[config.mk]
export PLATFORM = sky130hd
export DESIGN_NAME = lrpf_top
export DESIGN_NICKNAME = d
export VERILOG_FILES = /design/src/rtl/lrpf_top.v
export VERILOG_INCLUDE_DIRS = /design/src /design/src/rtl
export SDC_FILE = /design/constraint.sdc
export NUM_CORES = 1
export LEC_CHECK = 0
export ABC_AREA = 1
export BUFFER_PORTS_ARGS = -buffer_cell sky130_fd_sc_hd__buf_4
export CAP_MARGIN = 20
export CORE_MARGIN = 2
export CORE_UTILIZATION = 50
export DETAILED_ROUTE_END_ITERATION = 6
export GPL_TIMING_DRIVEN = 0
export PLACE_DENSITY = 0.64
export SYNTH_ARGS = -nofsm -noshare
export SYNTH_HDL_FRONTEND = slang
export SYNTH_SLANG_ARGS = --single-unit
[constraint.sdc]
create_clock -name core_clk_in -period 2.3 [get_ports core_clk_in]
set_input_delay 0.69 -clock core_clk_in [delete_from_list [all_inputs] [get_ports core_clk_in]]
set_output_delay 0.69 -clock core_clk_in [all_outputs]
set_load 0.01 [all_outputs]
[src/rtl/lrpf_regs.vh]
// lrpf_regs.vh: constants for the link receive phase FIFO.
// assumes inclusion by lrpf_top.v only; definitions, no logic.
`ifndef LRPF_REGS_VH
`define LRPF_REGS_VH
// default storage depth (entries) and pointer width
`define LRPF_DEPTH        16
`define LRPF_PTR_W        4
// default link word width (command/address/data lanes)
`define LRPF_DATA_W       8
// default write-to-read separation at init, in entries
`define LRPF_INIT_SEP     8
// cycles that the idle-low detector costs before init fires
`define LRPF_SYNC_LAT     2
// low samples on the lanes needed before the read pointer starts
`define LRPF_IDLE_CNT     4
// clocking modes
`define LRPF_MODE_SYNC    1'b0
`define LRPF_MODE_PSYNC   1'b1
`endif

[src/rtl/lrpf_top.v]
// lrpf_top.v: receive elastic FIFO from the forwarded link clock to the core clock.
// assumes the forwarded clock, control lane and lanes arrive asynchronously on pins;
// the core clock samples them and finds forwarded-clock rising edges itself.
`timescale 1ns/100ps
`include "lrpf_regs.vh"

////////////////////////////////////////////////////////////////////////////////
// How it works
// - every link word after pointer init is moved into core domain
// - writes and reads both on forwarded clock edges
// - separation margins absorb phase drift between domains
// - depth holds all words until read
// - write-to-read gap lets entries settle first
// - read-to-overwrite gap prevents early overwrite
// - init resets read pointer, offsets write pointer
// - mode chooses fixed or adjusted read pointer
// - synchronous mode: set once, never corrected
// - pseudo-synchronous: hold read pointer to keep gap
// - init only after lanes seen low in core
// - detection latency subtracted from starting offset
module lrpf_top #(
	parameter DATA_W   = `LRPF_DATA_W,
	parameter DEPTH    = `LRPF_DEPTH,
	parameter PTR_W    = `LRPF_PTR_W,
	parameter INIT_SEP = `LRPF_INIT_SEP,
	parameter SYNC_LAT = `LRPF_SYNC_LAT,
	parameter IDLE_CNT = `LRPF_IDLE_CNT
) (
	input  wire              core_clk_in,
	input  wire              rst_b_in,
	input  wire              clk_en_in,
	input  wire              link_init_in,
	input  wire              clock_mode_in,
	input  wire              link_forwarded_clock_in,
	input  wire              control_lane_in,
	input  wire [DATA_W-1:0] command_address_data_lanes_in,
	output reg               rx_valid_out,
	output reg  [DATA_W-1:0] rx_data_out,
	output reg               rx_control_out,
	output reg               ptr_init_done_out,
	output reg               sep_error_out
);

	// start offset; detection latency is already spent, so it is removed
	localparam [PTR_W-1:0] START_SEP = INIT_SEP - SYNC_LAT;
	localparam [PTR_W-1:0] SEP_MIN   = START_SEP - 1'b1;
	localparam [PTR_W-1:0] SEP_MAX   = START_SEP + 1'b1;
	localparam [2:0] IDLE_CNT_V      = IDLE_CNT;

	localparam ST_WAIT_LOW = 2'd0;
	localparam ST_RUN      = 2'd1;

	////////////////////////////////////////////////////////////////////////////////
	// two-flop synchronisers for every pin except rst_b_in and clk_en_in
	reg               fclk_s1_q;
	reg               fclk_s2_q;
	reg               fclk_s3_q;
	reg               ctl_s1_q;
	reg               ctl_s2_q;
	reg               ctl_s3_q;
	reg  [DATA_W-1:0] cad_s1_q;
	reg  [DATA_W-1:0] cad_s2_q;
	reg  [DATA_W-1:0] cad_s3_q;
	reg               init_s1_q;
	reg               init_s2_q;
	reg               mode_s1_q;
	reg               mode_s2_q;

	always @(posedge core_clk_in or negedge rst_b_in) begin
		if (!rst_b_in) begin
			fclk_s1_q <= 1'b0;
			fclk_s2_q <= 1'b0;
			fclk_s3_q <= 1'b0;
			ctl_s1_q  <= 1'b0;
			ctl_s2_q  <= 1'b0;
			ctl_s3_q  <= 1'b0;
			cad_s1_q  <= {DATA_W{1'b0}};
			cad_s2_q  <= {DATA_W{1'b0}};
			cad_s3_q  <= {DATA_W{1'b0}};
			init_s1_q <= 1'b0;
			init_s2_q <= 1'b0;
			mode_s1_q <= 1'b0;
			mode_s2_q <= 1'b0;
		end else if (clk_en_in) begin
			fclk_s1_q <= link_forwarded_clock_in;
			fclk_s2_q <= fclk_s1_q;
			fclk_s3_q <= fclk_s2_q;
			ctl_s1_q  <= control_lane_in;
			ctl_s2_q  <= ctl_s1_q;
			ctl_s3_q  <= ctl_s2_q;
			cad_s1_q  <= command_address_data_lanes_in;
			cad_s2_q  <= cad_s1_q;
			cad_s3_q  <= cad_s2_q;
			init_s1_q <= link_init_in;
			init_s2_q <= init_s1_q;
			mode_s1_q <= clock_mode_in;
			mode_s2_q <= mode_s1_q;
		end
	end

	// data delayed one more stage so it lines up with the detected edge
	wire fclk_rise = fclk_s2_q & ~fclk_s3_q;

	////////////////////////////////////////////////////////////////////////////////
	// storage, written per forwarded-clock edge
	reg  [DATA_W:0]  mem_q [0:DEPTH-1];
	reg  [PTR_W-1:0] wr_ptr_q;
	reg  [PTR_W-1:0] rd_ptr_q;
	reg  [1:0]       state_q;
	reg  [2:0]       idle_q;
	reg              hold_q;
	wire [PTR_W-1:0] gap = wr_ptr_q - rd_ptr_q;
	wire             lanes_low = ~ctl_s2_q & ~(|cad_s2_q);
	wire             rd_fire   = ~init_s2_q & (state_q == ST_RUN) & fclk_rise & ~hold_q;
	wire             sep_lost  = (gap == {PTR_W{1'b0}}) || (gap > SEP_MAX + 2'd2);

	// margin picture with the defaults: write leads read by START_SEP entries,
	// leaving DEPTH - START_SEP entries of read-to-overwrite room.
	// a gap from one entry up to SEP_MAX + 2 entries is absorbed; beyond that the
	// sticky error says a margin was lost, and only link_init or reset clears it.

	genvar gi;
	generate
		for (gi = 0; gi < DEPTH; gi = gi + 1) begin : g_ent
			// cleared at reset so the first reads after init show zeros, not unknowns
			always @(posedge core_clk_in or negedge rst_b_in) begin
				if (!rst_b_in) begin
					mem_q[gi] <= {(DATA_W+1){1'b0}};
				end else if (clk_en_in && fclk_rise && wr_ptr_q == gi) begin
					mem_q[gi] <= {ctl_s3_q, cad_s3_q};
				end
			end
		end
	endgenerate

	////////////////////////////////////////////////////////////////////////////////
	// pointer control
	always @(posedge core_clk_in or negedge rst_b_in) begin
		if (!rst_b_in) begin
			wr_ptr_q          <= {PTR_W{1'b0}};
			rd_ptr_q          <= {PTR_W{1'b0}};
			state_q           <= ST_WAIT_LOW;
			idle_q            <= 3'h0;
			hold_q            <= 1'b0;
			ptr_init_done_out <= 1'b0;
		end else if (clk_en_in) begin
			hold_q       <= 1'b0;
			if (fclk_rise) begin
				wr_ptr_q <= wr_ptr_q + 1'b1;
			end
			if (init_s2_q) begin
				// link initialisation: restart and wait for idle lanes
				state_q           <= ST_WAIT_LOW;
				idle_q            <= 3'h0;
				ptr_init_done_out <= 1'b0;
			end else begin
				case (state_q)
				ST_WAIT_LOW: begin
					if (fclk_rise) begin
						if (!lanes_low) begin
							idle_q <= 3'h0;
						end else if (idle_q != IDLE_CNT_V) begin
							idle_q <= idle_q + 3'h1;
						end
					end
					if (idle_q == IDLE_CNT_V) begin
						wr_ptr_q          <= START_SEP;
						rd_ptr_q          <= {PTR_W{1'b0}};
						state_q           <= ST_RUN;
						ptr_init_done_out <= 1'b1;
					end
				end
				ST_RUN: begin
					// pseudo-sync slips one read when the gap runs short
					if (mode_s2_q == `LRPF_MODE_PSYNC && gap < SEP_MIN) begin
						hold_q <= 1'b1;
					end
					// read once per forwarded edge; sync mode never corrects
					if (rd_fire) begin
						rd_ptr_q <= rd_ptr_q + 1'b1;
					end
				end
				default: state_q <= ST_WAIT_LOW;
				endcase
			end
		end
	end

	////////////////////////////////////////////////////////////////////////////////
	// read word register, one pulse per read
	always @(posedge core_clk_in or negedge rst_b_in) begin
		if (!rst_b_in) begin
			rx_valid_out   <= 1'b0;
			rx_data_out    <= {DATA_W{1'b0}};
			rx_control_out <= 1'b0;
		end else if (clk_en_in) begin
			rx_valid_out <= rd_fire;
			if (rd_fire) begin
				rx_data_out    <= mem_q[rd_ptr_q][DATA_W-1:0];
				rx_control_out <= mem_q[rd_ptr_q][DATA_W];
			end
		end
	end

	////////////////////////////////////////////////////////////////////////////////
	// margins lost in either direction mean corruption risk
	always @(posedge core_clk_in or negedge rst_b_in) begin
		if (!rst_b_in) begin
			sep_error_out <= 1'b0;
		end else if (clk_en_in) begin
			if (init_s2_q) begin
				sep_error_out <= 1'b0;
			end else if (state_q == ST_RUN && sep_lost) begin
				sep_error_out <= 1'b1;
			end
		end
	end

endmodule

Yosys cells after proc, flatten, opt, wreduce, memory -nomap -nowiden
Index checks and enable logic that the tools add are counted.
{"block": "totals", "out_inout_bits": 12, "word_cells": 141, "regBits": 204, "input_bits": 15}
{"block": "classes", "order_cmp": 3, "n_reduce_logical": 35, "addsub": 4, "muxes": 26, "n_bitwise": 11, "eq_ne": 23}
{"cell": "$bmux 9 s4", "n": 1}
{"cell": "$eq 4x4->1 const B", "n": 8}
{"cell": "$mux 4", "n": 6}
{"cell": "$logic_and 1x1->1", "n": 19}
{"cell": "$mux 9", "n": 2}
{"cell": "$eq 4x3->1 const B", "n": 4}
{"cell": "$mux 3", "n": 5}
{"cell": "$reduce_bool 2->1", "n": 5}
{"cell": "$add 4x1->4 const B", "n": 2}
{"cell": "$eq 4x2->1 const B", "n": 2}
{"cell": "$logic_not 4->1", "n": 2}
{"cell": "$mux 1", "n": 8}
{"cell": "$pmux 4 s2", "n": 1}
{"cell": "$reduce_or 8->1", "n": 1}
{"cell": "$ne 2x2->1 const B", "n": 3}
{"cell": "$ne 3x3->1 const B", "n": 2}
{"cell": "$reduce_and 3->1", "n": 2}
{"cell": "$and 1x1->1", "n": 5}
{"cell": "$ge 5x5->1 const B", "n": 1}
{"cell": "$not 1->1", "n": 5}
{"cell": "$not 4->5", "n": 1}
{"cell": "$reduce_and 5->1", "n": 1}
{"cell": "$eq 4x1->1 const B", "n": 1}
{"cell": "$gt 4x4->1 const B", "n": 1}
{"cell": "other kinds (12)", "n": 14}

Depth between registers and ports, before layout
{"block": "depth", "depth_word": 7, "mapped_depth": 12, "ltp_nobuf": 10}

Worst setup path before layout
Ideal clock, no wire load.
{"block": "synth_path", "path_kind": "register to register", "startpoint": "reg rd_ptr_q[1]", "endpoint": "reg sep_error_out", "setup_slack_ns": 0.423, "path_stages_with_launch": 10, "synth_period_minus_slack_ns": 1.877, "arrival_ns": 1.800, "t_required_ns": 2.223, "path_buffers": 2, "setup_ns": 0.077, "cell_sequence": "dfrtp_1 -> buf_2 -> inv_1 -> clkbuf_1 -> fa_1 -> nor2_1 -> nand2_1 -> nand3_1 -> nand3_1 -> a21oi_1"}
{"block": "synth_between", "elab_chain_cells": 6, "elab_cells_between_ends": 7, "cone_classes": "add/sub (1); order compare (1); reduce/logical (5)"}
{"item": "start: declaration", "line": "lrpf_top.v:108", "source": "reg [PTR_W-1:0] rd_ptr_q;"}
{"item": "start signal: assignment", "line": "lrpf_top.v:141", "source": "rd_ptr_q <= {PTR_W{1'b0}};"}
{"item": "start signal: assignment", "line": "lrpf_top.v:168", "source": "rd_ptr_q <= {PTR_W{1'b0}};"}
{"item": "start signal: assignment", "line": "lrpf_top.v:180", "source": "rd_ptr_q <= rd_ptr_q + 1'b1;"}
{"item": "$sub 4x4->4 *", "line": "lrpf_top.v:112", "source": "wire [PTR_W-1:0] gap = wr_ptr_q - rd_ptr_q;"}
{"item": "$gt 4x4->1 or $logic_not 4->1 (tied branches)", "line": "lrpf_top.v:115", "source": "wire sep_lost = (gap == {PTR_W{1'b0}}) || (gap > SEP_MAX + 2'd2);"}
{"item": "$logic_or 1x1->1 *", "line": "lrpf_top.v:115"}
{"item": "$logic_and 1x1->1 *", "line": "lrpf_top.v:213", "source": "end else if (state_q == ST_RUN && sep_lost) begin"}
{"item": "$reduce_bool 2->1 (no line) *"}
{"item": "$reduce_and 2->1 (no line) *"}
{"item": "end signal: assignment", "line": "lrpf_top.v:209", "source": "sep_error_out <= 1'b0;"}
{"item": "end signal: assignment", "line": "lrpf_top.v:212", "source": "sep_error_out <= 1'b0;"}
{"item": "end signal: assignment", "line": "lrpf_top.v:214", "source": "sep_error_out <= 1'b1;"}
{"item": "end: declaration", "line": "lrpf_top.v:41", "source": "output reg sep_error_out"}
Every way passes the cells marked *; elsewhere a longest branch is shown, timed or not.
A chain may end at the register's enable or synchronous reset.

Final worst setup path
{"block": "layout_path", "startpoint": "reg rd_ptr_q[0]", "endpoint": "reg rx_data_out[3]"}
{"block": "layout_between", "elab_chain_cells": 4}
{"item": "$not 4->5 (not written as such)", "line": "lrpf_top.v:199", "source": "rx_data_out <= mem_q[rd_ptr_q][DATA_W-1:0];"}
{"item": "$bmux 9 s4", "line": "lrpf_top.v:199"}
{"item": "$mux 9 (2 in series)"}
{"item": "end signal: assignment", "line": "lrpf_top.v:194", "source": "rx_data_out <= {DATA_W{1'b0}};"}
{"item": "end signal: assignment", "line": "lrpf_top.v:199"}
{"item": "end: declaration", "line": "lrpf_top.v:38", "source": "output reg [DATA_W-1:0] rx_data_out,"}
Every way passes these cells. The select of a mux whose other input is x is not followed.

==> out/metrics.cfg <==
[outcome]
outcome=finished clean

[worst_setup_path]
worstPathCellList=buf_2 -> inv_1 -> buf_2 -> buf_2 -> nand2_1 -> nand3_1 -> nand3_1 -> nand3_1 -> nand2_1 -> nand2_1 -> nand2_1
r2r_cells=11
critPathRequiredTime_ns=2.69
path_max_fanout=10
r2r_end=rx_data_out[3]
worst_ep_arrival_time_ns=2.60
start_kind=flip-flop
r2r_start=rd_ptr_q[0]
slowest_delay_ns=0.44
cp_num_buf_inv=4
crit_top_cell=nand2_1
worst_path_dominant_cell_family=buffers and inverters
r2r_setup_slack_ns=0.09
crit_path_end_kind=flip-flop
path_class=flip-flop to flip-flop
crit_slowest_cell=dfrtp_1

[routing]
first_pass_iters=5
highest_layer=met4
wl_met2_um=11100
vias=7880
met3_length_um=1880
ant_nets=0
drc=0
vias_per_cell=5.40
drt_iter0_drc=840
wl_um=25800
wl_per_cell_um=17.6
wl_met1_um=12100

[die]
fp.dieH_um=142
io_pins=27
rows=50
fp.dieW_um=142
core_area_um2=18600
die-area_um2=20000
initial_utilization_pct=50.7

[finish]
antenna_cells=0
final_area_um2=10700
fill_cells=1751
nets=1236
area_delta_synth_final_pct=13.6
drive_gt1_share_pct=8.97

[timing]
rsz0062_at_grt=no
period_share_pct=96.0
worst_hold_slack_ns=0.160
worst_pin_slew_ns=1.04
fin_tns_setup_ns=0
min_period_ns=2.21
max_freq_ghz=0.453
hold_viol_final=0
finalSetupViolCount=0
slew-limit-headroom_pct=30.6
drv_slew=0
skew_ns=0.0139

[placed_design]
placedInstanceArea_um2=9980
place_congestion=0.921
io_buffers=26
hpwl_um=17300

[power_and_ir_drop]
power.density_nw_per_um2=1160
p_leak_uw=0.00526
ir_drop_v=0.000567

[synth]
synth_edf_count=0
ys_ff_latch=203
ys.flop_type=dfrtp_1
yosysTopAreaCell=dfrtp_1
syn_nets=1185
synth_area_per_cell_um2=8.16
ys_top_cells_by_area=dfrtp_1 (54%), nand2_1 (19%), o21ai_0 (4.9%), o21ai_1 (4.8%), nand3_1 (4.1%)
yosys.area.top_type_share_pct=53.7
ys_types=31
netlist_area_um2=9460
yosys_warnings=0
async_reset_ff_share_pct=100
syn_inst=1159
ys_seq_area_share_pct=53.7

[clock_tree]
ctsLongestPathBuffers=3
htreeDepth=1
path_clk_slew_ns=0.06
numCtsBuffers=23
cts_sinks=203
cts_tree=done
clockRootBuffer=clkbuf_16
postCtsSetupBuffers=0
worstSkewPairLatency_ns=0.51
postCtsHoldBufs=0

[min_path]
hold_path.class=input pin to asynchronous set/reset pin

[global_routing]
grt.total_usage_pct=26.6
grt_pass1_wl_um=41100
grt_max_degree=118
antenna_found_initial=1
grt_pass1_vias=7244
grt-ovfl-total=0

[job]
maxCapViolations=0

==> timing repair <==
item                       CTS  global route
setup endpoints to repair    0             3
hold endpoints to repair     0             0
gates resized for setup      0             2
==> placed cells by master, fill, tap and decap left out, types with 23 or more instances in the layout <==
master / count
clkbuf_16: 23
nor2_1: 48
o21ai_0: 93
clkbuf_1: 40
nand3_1: 78
buf_4: 25
dfrtp_1: 203
o21ai_1: 90
nand2_1: 480
inv_1: 49
==> cells in the mapped netlist (all sizes together), types with 6 or more instances <==
cell type	count
a21oi	6
buf	30
clkbuf	36
dfrtp	203
ha	10
inv	52
nand2	482
nand3	83
nand4	16
nor2	50
o21ai	183
==> worst max path at each step <==
| stage | start | slack, ns | cells past startpoint | endpoint |
|---|---|---|---|---|
| 6_report | rd_ptr_q[0] | 0.09 | 11 | rx_data_out[3] |
| 3_5_place_dp | rd_ptr_q[1] | 0.13 | 9 | sep_error_out |
| 4_1_cts | rd_ptr_q[1] | 0.12 | 9 | sep_error_out |
| 3_3_place_gp | rst_b_in | -0.94 | 1 | mem_q[136] |
| 2_1_floorplan | rd_ptr_q[1] | 0.42 | 9 | sep_error_out |
| 5_1_grt | rd_ptr_q[0] | 0.006 | 12 | rx_data_out[6] |
==> registers in the layout, summed over array words and instances (netlist names), 3 cells and up <==
register / flops
wr_ptr_q: 4
cad_s2_q: 8
rd_ptr_q: 4
cad_s1_q: 8
rx_data_out: 8
cad_s3_q: 8
mem_q: 144
idle_q: 3
==> per-layer routing <==
layer,vias up,global-route usage [%]
met2,273,38.5
met5,-,0
met4,0,7.37
met3,43,5.06
li1,3825,-
met1,3739,40.9
==> worst register-to-register path, delay by kind of cell, from the launching register on <==
kind / cells / cell delay [ns]
buffers and inverters: 4 / 0.92
AND/OR/NAND/NOR: 7 / 0.73
flip-flops: 1 / 0.44
==> layout make-up <==
type                    count  area (µm²)  share of cell area [%]
well taps                 234         293                    2.72
clock buffers              34         677                    6.30
inverters                  53         201                    1.87
plain buffers              65         312                    2.90
repair buffers             27         230                    2.14
multi-input cells         837        3870                    36.0
clock inverters             7        88.8                   0.827
flip-flops and latches    203        5080                    47.3
==> metrics by stage <==
step / instances / worst slack (ns) / utilization, % / power, µW
6_report: 1460 / 0.0910 / 57.7 / 12400
5_1_grt: 1460 / 0.00563 / 57.7 / 13200
4_1_cts: 1461 / 0.115 / 57.6 / 12500
3_5_place_dp: 1420 / 0.133 / 53.5 / 8710
3_3_place_gp: 1419 / -0.938 / 53.3 / 8620
2_1_floorplan: 1159 / 0.423 / - / 7550
==> cells by family after synthesis <==
kind of cell | synth area share (%)
simple gates | 29.0
flops | 53.7
compound gates | 10.1
buf+inv | 5.41
fa+ha+maj | 1.53
xor+xnor | 0.185
==> power breakdown <==
part	switching (µW)	leakage, µW	internal (µW)
sequential	515	0.00272	4470
combinational	2520	0.00216	1220
clock	1450	0.000381	2260
total	4490	0.00526	7940
Note: power is estimated with default switching activity, not from simulation.
